## config.mk

```make
export PLATFORM = sky130hd
export DESIGN_NAME = mmt_timer
export DESIGN_NICKNAME = d
export VERILOG_FILES = /design/src/rtl/mmt_pkg.sv /design/src/rtl/mmt_timer.sv
export VERILOG_INCLUDE_DIRS = /design/src /design/src/rtl
export SDC_FILE = /design/constraint.sdc
export NUM_CORES = 1
export LEC_CHECK = 0
export BUFFER_PORTS_ARGS = -buffer_cell sky130_fd_sc_hd__buf_2
export CAP_MARGIN = 20
export CORE_AREA = 2 2 157 98
export CTS_BUF_LIST = sky130_fd_sc_hd__clkbuf_4 sky130_fd_sc_hd__clkbuf_8 sky130_fd_sc_hd__clkbuf_16
export CTS_CLUSTER_SIZE = 40
export DETAILED_ROUTE_END_ITERATION = 10
export DIE_AREA = 0 0 159 100
export GPL_TIMING_DRIVEN = 0
export SYNTH_ARGS = -nofsm -noshare
export SYNTH_HDL_FRONTEND = slang
export SYNTH_SLANG_ARGS = --single-unit
export TNS_END_PERCENT = 30
```

## constraint.sdc

```tcl
create_clock -name clk -period 3.63 [get_ports clk]
set_input_delay 0.1815 -clock clk [delete_from_list [all_inputs] [get_ports clk]]
set_output_delay 0.1815 -clock clk [all_outputs]
set_load 0.02 [all_outputs]
```

## src/rtl/mmt_regs.svh

```systemverilog
// register offsets, control fields and reset values of the 16-bit timer
`ifndef MMT_REGS_SVH
`define MMT_REGS_SVH
`define MMT_OFS_RB_LO 8'hA7
`define MMT_OFS_RB_HI 8'hA8
`define MMT_OFS_RA_LO 8'hAA
`define MMT_OFS_RA_HI 8'hAB
`define MMT_OFS_CNT_LO 8'hAC
`define MMT_OFS_CNT_HI 8'hAD
`define MMT_OFS_CTRL 8'hAE
`define MMT_BIT_DUAL 0
`define MMT_BIT_CAPTYPE 1
`define MMT_BIT_IEN 2
`define MMT_BIT_PND 3
`define MMT_BIT_RUN 4
`define MMT_MODE_LSB 5
`define MMT_RST_CNT 16'hFFFF
`define MMT_RST_RELOAD 16'h0000
`define MMT_RST_CTRL 8'h00
`define MMT_READ_IDLE 8'h00
`endif

```

## src/rtl/mmt_pkg.sv

```systemverilog
// types of the 16-bit multimode timer
package mmt_pkg;
   typedef struct packed {
      logic [7:0] addr;
      logic wr;
      logic rd;
      logic [7:0] wdata;
   } mmt_bus_t;
   typedef enum logic [2:0] {
      MMT_EVT_RISE = 3'b000,
      MMT_EVT_FALL = 3'b001,
      MMT_CAP_RISE = 3'b010,
      MMT_CAP_FALL = 3'b011,
      MMT_PWM_HOLD = 3'b100,
      MMT_PWM_TOG = 3'b101,
      MMT_DIF_RISE = 3'b110,
      MMT_DIF_FALL = 3'b111
   } mmt_mode_t;
   typedef enum logic {
      MMT_DIF_ARM = 1'b0,
      MMT_DIF_WAIT = 1'b1
   } mmt_dif_t;
endpackage

```

## src/rtl/mmt_timer.sv

```systemverilog
// 16-bit multimode timer: event count, pwm, capture, difference capture
`timescale 1ns/1ps
`include "mmt_regs.svh"

// Operation
// - holds 16-bit counter, two 16-bit reload registers, 8-bit control
// - each 16-bit register is reached as high and low byte
// - reset: counter all ones, reloads zero, control zero
// - bit 4 starts and stops the timer outside capture modes
// - running counter decrements once per timer clock
// - underflow steps from zero to all ones or reload value
// - bit 2 enables the interrupt; source is underflow or capture
// - bit 3 is the interrupt pending flag
// - in capture modes bit 4 is the underflow pending flag
// - bit 1 picks pulse (0) or cycle (1) capture
// - pwm bit 0 alternates primary and secondary reload, primary first
// - bits 7..5 select the operating mode
// - modes 000/001 count rising/falling pin edges, interrupt on underflow
// - modes 10x pwm on instruction clock; low mode bit toggles pin
// - modes 010/011 capture on rising/falling pin edge
// - modes 11x capture difference between selected edge pairs
// - one shared pin; direction follows the mode
// - pwm underflow reloads from selected register and sets pending
// - interrupt only with enable bit and global enable both set
// - pin edges sensed up to half instruction clock rate
// - event underflow reloads from primary register only
module mmt_timer #(
   parameter int CNT_W = 16
) (
   // clock and reset
   input wire logic clk,
   input wire logic rst_b,
   // core memory access and interrupt
   input wire mmt_pkg::mmt_bus_t bus,
   output logic [7:0] rdata,
   input wire logic global_irq_en,
   output logic timer_interrupt,
   // shared port pin
   input wire logic timer_pin_in,
   output logic timer_pin_out,
   output logic timer_pin_oe
);
   import mmt_pkg::*;

   if (CNT_W != 16) begin : g_chk
      $error("counter must be two bytes wide");
   end

   logic [CNT_W-1:0] down_counter, next_down_counter;
   logic [CNT_W-1:0] reload_capture_a, next_reload_capture_a;
   logic [CNT_W-1:0] reload_secondary, next_reload_secondary;
   logic [CNT_W-1:0] snap, next_snap;
   logic [7:0] timer_control, next_timer_control;
   logic [7:0] next_rdata;
   logic sel_b, next_sel_b;
   mmt_dif_t dif, next_dif;
   logic s1, s2, s3, lvl, next_lvl;
   logic next_irq, next_pin_out, next_oe;
   logic rise, fall, dec, uf, pnd_set, uf_set, e1, e2;
   logic cap_hit;
   mmt_mode_t mode;

   function automatic logic pick_edge(logic fall_sel, logic r, logic f);
      return fall_sel ? f : r;
   endfunction

   function automatic logic is_pwm(mmt_mode_t m);
      return m == MMT_PWM_HOLD || m == MMT_PWM_TOG;
   endfunction

   function automatic logic is_cap(mmt_mode_t m);
      return m[1];
   endfunction

   function automatic logic hit(mmt_bus_t b, logic [7:0] a);
      return b.wr && b.addr == a;
   endfunction

   assign mode = mmt_mode_t'(timer_control[7:`MMT_MODE_LSB]);

   // pin level taken once the second and third stage agree
   always_comb begin
      next_lvl = (s2 == s3) ? s3 : lvl;
      rise = (s2 == s3) && s3 && !lvl;
      fall = (s2 == s3) && !s3 && lvl;
   end

   always_comb begin
      next_down_counter = down_counter;
      next_reload_capture_a = reload_capture_a;
      next_reload_secondary = reload_secondary;
      next_snap = snap;
      next_sel_b = sel_b;
      next_dif = dif;
      next_pin_out = timer_pin_out;
      pnd_set = 1'b0;
      uf_set = 1'b0;
      cap_hit = 1'b0;
      e1 = pick_edge(mode[0], rise, fall);
      e2 = pick_edge(mode[0] ^ !timer_control[`MMT_BIT_CAPTYPE], rise,
         fall);
      case (mode)
         MMT_EVT_RISE, MMT_EVT_FALL:
            dec = timer_control[`MMT_BIT_RUN] && e1;
         MMT_PWM_HOLD, MMT_PWM_TOG:
            dec = timer_control[`MMT_BIT_RUN];
         default:
            dec = 1'b1; // capture modes free-run
      endcase
      uf = dec && down_counter == '0;
      if (dec) begin
         next_down_counter = down_counter - 1'b1;
      end
      if (uf) begin
         if (is_cap(mode)) begin
            next_down_counter = `MMT_RST_CNT;
            uf_set = 1'b1;
         end else if (is_pwm(mode)) begin
            next_down_counter = sel_b ? reload_secondary
               : reload_capture_a;
            next_sel_b = timer_control[`MMT_BIT_DUAL] && !sel_b;
            pnd_set = 1'b1;
            if (mode == MMT_PWM_TOG) begin
               next_pin_out = !timer_pin_out;
            end
         end else begin
            next_down_counter = reload_capture_a;
            pnd_set = 1'b1;
         end
      end
      // stopped or single-reload pwm restarts on the primary value
      if (!is_pwm(mode) || !timer_control[`MMT_BIT_RUN]
         || !timer_control[`MMT_BIT_DUAL]) begin
         next_sel_b = 1'b0;
      end
      if (mode == MMT_CAP_RISE || mode == MMT_CAP_FALL) begin
         if (e1) begin
            next_reload_capture_a = down_counter;
            pnd_set = 1'b1;
            cap_hit = 1'b1;
         end
      end
      case (dif)
         MMT_DIF_ARM: begin
            if (mode[2] && mode[1] && e1) begin
               next_snap = down_counter;
               next_dif = MMT_DIF_WAIT;
            end
         end
         MMT_DIF_WAIT: begin
            if (!(mode[2] && mode[1])) begin
               next_dif = MMT_DIF_ARM;
            end else if (e2) begin
               // counter runs down, so elapsed time is start minus now
               next_reload_capture_a = snap - down_counter;
               pnd_set = 1'b1;
               cap_hit = 1'b1;
               next_snap = down_counter;
               // cycle capture reuses the closing edge as the next start
               next_dif = timer_control[`MMT_BIT_CAPTYPE] ? MMT_DIF_WAIT
                  : MMT_DIF_ARM;
            end
         end
         default: next_dif = MMT_DIF_ARM;
      endcase
      // byte writes; a hardware capture into the primary wins
      if (hit(bus, `MMT_OFS_CNT_LO)) begin
         next_down_counter[7:0] = bus.wdata;
      end
      if (hit(bus, `MMT_OFS_CNT_HI)) begin
         next_down_counter[15:8] = bus.wdata;
      end
      if (!cap_hit) begin
         if (hit(bus, `MMT_OFS_RA_LO)) begin
            next_reload_capture_a[7:0] = bus.wdata;
         end
         if (hit(bus, `MMT_OFS_RA_HI)) begin
            next_reload_capture_a[15:8] = bus.wdata;
         end
      end
      if (hit(bus, `MMT_OFS_RB_LO)) begin
         next_reload_secondary[7:0] = bus.wdata;
      end
      if (hit(bus, `MMT_OFS_RB_HI)) begin
         next_reload_secondary[15:8] = bus.wdata;
      end
   end

   always_comb begin
      next_timer_control = hit(bus, `MMT_OFS_CTRL) ? bus.wdata
         : timer_control;
      // a flag set by hardware beats a clear in the same cycle
      next_timer_control[`MMT_BIT_PND] =
         next_timer_control[`MMT_BIT_PND] | pnd_set;
      next_timer_control[`MMT_BIT_RUN] =
         next_timer_control[`MMT_BIT_RUN] | uf_set;
      next_irq = global_irq_en && timer_control[`MMT_BIT_IEN]
         && (timer_control[`MMT_BIT_PND]
         || (is_cap(mode) && timer_control[`MMT_BIT_RUN]));
      next_oe = is_pwm(mode);
      next_rdata = rdata;
      if (bus.rd) begin
         case (bus.addr)
            `MMT_OFS_CNT_LO: next_rdata = down_counter[7:0];
            `MMT_OFS_CNT_HI: next_rdata = down_counter[15:8];
            `MMT_OFS_RA_LO: next_rdata = reload_capture_a[7:0];
            `MMT_OFS_RA_HI: next_rdata = reload_capture_a[15:8];
            `MMT_OFS_RB_LO: next_rdata = reload_secondary[7:0];
            `MMT_OFS_RB_HI: next_rdata = reload_secondary[15:8];
            `MMT_OFS_CTRL: next_rdata = timer_control;
            default: next_rdata = `MMT_READ_IDLE;
         endcase
      end
   end

   always_ff @(posedge clk or negedge rst_b) begin
      if (!rst_b) begin
         down_counter <= `MMT_RST_CNT;
         reload_capture_a <= `MMT_RST_RELOAD;
         reload_secondary <= `MMT_RST_RELOAD;
         timer_control <= `MMT_RST_CTRL;
         snap <= '0;
         sel_b <= 1'b0;
         dif <= MMT_DIF_ARM;
         s1 <= 1'b0;
         s2 <= 1'b0;
         s3 <= 1'b0;
         lvl <= 1'b0;
         rdata <= `MMT_READ_IDLE;
         timer_interrupt <= 1'b0;
         timer_pin_out <= 1'b0;
         timer_pin_oe <= 1'b0;
      end else begin
         down_counter <= next_down_counter;
         reload_capture_a <= next_reload_capture_a;
         reload_secondary <= next_reload_secondary;
         timer_control <= next_timer_control;
         snap <= next_snap;
         sel_b <= next_sel_b;
         dif <= next_dif;
         s1 <= timer_pin_in;
         s2 <= s1;
         s3 <= s2;
         lvl <= next_lvl;
         rdata <= next_rdata;
         timer_interrupt <= next_irq;
         timer_pin_out <= next_pin_out;
         timer_pin_oe <= next_oe;
      end
   end

   logic wr_cnt;
   assign wr_cnt = bus.wr && bus.addr[7:1] == 7'h56;
endmodule // mmt_timer

```

==> results.yml <==
outcome:
  status: "finished clean"
worst_setup_path:
  cp.arrival_ns: 3.50
  startpoint_type: "flop"
  startpoint: "down_counter[7]"
  required_ns: 3.86
  end_kind: "flop"
  crit_chain: "clkbuf_1 -> inv_1 -> ha_1 -> and4_1 -> nand2_1 -> a211oi_2 -> o2111ai_1 -> and3_1 -> or2_2 -> a211oi_1"
  path_max_fanout: 9
  cp_slowest_cell: "dfstp_2"
  critPathBufInv: 2
  r2r-start: "down_counter[7]"
  crit_type: "reg2reg"
  worst_path_dominant_cell_family: "compound AO/OA/AOI/OAI gates"
  max_stage_delay_ns: 0.52
synthesis:
  synth_seq_cells: 89
  avgSynthCellArea_um2: 9.34
  ys.flop_type: "dfrtp_1"
  synthCells: 608
  synth_edf_count: 0
  yosys_warnings: 0
  syn_nets: 650
  synth.distinct_cells: 61
  async_flop_share: 1.00
  ys_seq_area_frac: 0.396
  syn_area_um2: 5680
cells_and_area:
  nets: 693
  syn2layout_area_growth_pct: 13.0
  nFillCells: 1446
  layout-drive-gt1-share: 0.198
  num_antenna_cells: 0
route:
  wire_per_inst_um: 22.5
  drtIter0Drc: 497
  drtAntennaViolNets: 0
  wl_um: 19300
  drt_first_pass_iters: 7
  vias: 5175
  drc: 0
  vias_per_cell: 6.02
clocking:
  cts_buffer_depth: 2
  clock-root-buffer: "clkbuf_16"
  cts-buffers-inserted: 9
  cts-htree-levels: 3
  post_cts.repair.setup_buffers: 0
  cts.sinks: 89
  cts.clk_slew.worst_paths_ns: 0.07
  cts_tree: "done"
  clock_latency_ns: 0.35
timing:
  setup_viol: 0
  relSlewSlack: 0.200
  fmax_mhz: 307
  final.setup_skew_ns: 0.0108
  period_minus_slack_ns: 3.26
  rsz0062_at_grt: "no"
  drv_slew: 0
  tns_ns: 0
  hold_viol_final: 0
  tightest_slew_ns: 1.20
  worst_slack_ns: 0.368
  finalCritPeriodShare: 0.899
power_and_ir_drop:
  vdd_drop_max_mv: 0.236
  leakagePower_nw: 2.82
  pwr_density_cell_nw_per_um2: 572
grt:
  grt-ovfl-total: 0
  grt.total_usage: 0.250
  grt_pass1_vias: 5149
  antenna_found_initial: 0
  grt_max_degree: 49
  grt_pass1_wl_um: 30200
placement:
  place_ws_ns: 0.269
  gp_congestion: 0.965
  numPortBuffers: 29
  hpwlAfterDp_um: 14900
die:
  coreArea_um2: 14700
  num_rows: 35
  fp.dieH_um: 100
  die_w_um: 159
  start_util: 0.386
  io_pins: 33
  die-area_um2: 15900
flow_run:
  drv_cap: 0
min_path:
  min_path_type: "in2reg"
  min-delay-start: "global_irq_en"
==> final timing paths <==
kind                                             end  slack (ns)  depth (start not counted)
worst min register to register                    s2        0.35                          0
worst max-delay path            reload_capture_a[15]        0.37                         10
worst max register to register  reload_capture_a[15]        0.37                         10
min in group asynchronous           timer_control[7]        0.39                          2
max in group asynchronous            down_counter[0]        2.51                          3
worst min-delay path                 timer_interrupt        0.07                          3
==> per-stage QoR <==
| stage | area, µm² | util | total power (W) | std cells | hold WS (ns) |
|---|---|---|---|---|---|
| after global placement | 6080 | 0.413 | 0.00268 | 840 | 0.292 |
| after CTS | 6410 | 0.436 | 0.00363 | 859 | 0.0611 |
| after detailed placement | 6110 | 0.415 | 0.00272 | 841 | 0.247 |
| after global routing | 6420 | 0.436 | 0.00386 | 859 | 0.0626 |
| after floorplan | 5680 | - | 0.00228 | 608 | -0.114 |
| final | 6420 | 0.436 | 0.00367 | 859 | 0.0726 |
==> cell type report <==
class	count	area (µm²)	area share
multi-input combinational	454	3160	0.492
sequential	89	2250	0.350
tap	203	254	0.0396
clock buffer	10	233	0.0363
timing repair buffer	32	195	0.0304
buffer	32	154	0.0240
inverter	33	124	0.0193
clock inverter	6	50.0	0.00780
==> where the power goes <==
group | internal [W] | switching [W] | leakage, nW
Combinational | 0.000543 | 0.000807 | 1.56
Sequential | 0.00119 | 0.000213 | 1.13
Clock | 0.000481 | 0.000434 | 0.134
Total | 0.00222 | 0.00145 | 2.82
==> cells in the mapped netlist, types with 2 or more instances <==
| cell | n | share of area |
|---|---|---|
| o22ai_1 | 27 | 0.030 |
| a221oi_1 | 16 | 0.025 |
| o31a_1 | 2 | 0.0031 |
| dfrtp_1 | 73 | 0.32 |
| mux2_2 | 43 | 0.085 |
| dfstp_2 | 16 | 0.074 |
| nand2b_1 | 2 | 0.0022 |
| a31oi_1 | 3 | 0.0033 |
| o21a_1 | 5 | 0.0066 |
| or2_2 | 3 | 0.0033 |
| mux2i_1 | 27 | 0.048 |
| nor3b_1 | 3 | 0.0040 |
| nand3_1 | 14 | 0.012 |
| nor2b_1 | 10 | 0.011 |
| nand2_1 | 55 | 0.036 |
| nor3_1 | 10 | 0.0088 |
| xnor2_1 | 20 | 0.031 |
| a21oi_1 | 45 | 0.040 |
| and3_1 | 7 | 0.0077 |
| o21ai_0 | 30 | 0.026 |
| buf_2 | 9 | 0.0079 |
| buf_1 | 2 | 0.0013 |
| a211oi_1 | 7 | 0.0093 |
| nand3b_1 | 3 | 0.0040 |
| nand4_1 | 2 | 0.0022 |
| xor2_1 | 4 | 0.0062 |
| a22oi_1 | 5 | 0.0066 |
| ha_1 | 19 | 0.042 |
| clkbuf_1 | 18 | 0.012 |
| or4_1 | 2 | 0.0026 |
| o221ai_1 | 3 | 0.0046 |
| o21ai_1 | 3 | 0.0026 |
| a211o_1 | 2 | 0.0031 |
| a21o_1 | 3 | 0.0040 |
| inv_1 | 33 | 0.022 |
| nor2_1 | 47 | 0.031 |
| o31ai_1 | 9 | 0.012 |
| buf_6 | 3 | 0.0059 |
==> layout by cell type, fill, tap and decap left out, types with 18 or more instances in the layout <==
master,Yosys,final
nor2_1,47,47
nand2_1,55,55
dfrtp_1,73,73
xnor2_1,20,20
o21ai_0,30,30
o22ai_1,27,27
inv_1,33,33
buf_2,9,37
clkbuf_1,18,18
a21oi_1,45,45
mux2i_1,27,27
mux2_2,43,43
ha_1,19,19
==> logic make-up (layout without fill, tap and decap cells) <==
family	after synthesis	count (layout)	share of synthesized area
fa+ha+maj	20	20	0.0454
simple gates	170	170	0.148
flops	89	89	0.396
mux	70	70	0.133
xor+xnor	24	24	0.0370
buf+inv	65	113	0.0489
compound gates	170	170	0.192
==> routing by layer <==
layer	up-vias	GRT usage	share of wire
met2	273	0.342	0.39
met1	2579	0.390	0.49
met4	0	0.0469	0.0087
li1	2300	-	-
met5	-	0	0
met3	23	0.0678	0.11
==> timing repair <==
action                                  CTS  global route
hold endpoints to repair                 44             0
endpoints found under the setup margin    0             1
hold buffers                              2             0
gates resized for setup                   0             1
==> worst min-delay path: cells and delay by family <==
family	cells	cell delay, ns
buffers and inverters	1	0.11
AND/OR/NAND/NOR	2	0.10
==> sequential cells by signal, indices dropped and copies added, names as in the netlist, 8 cells and up <==
| register | flops |
|---|---|
| down_counter | 16 |
| reload_capture_a | 16 |
| reload_secondary | 16 |
| snap | 16 |
| rdata | 8 |
| timer_control | 8 |
(Power assumes the default switching activity.)
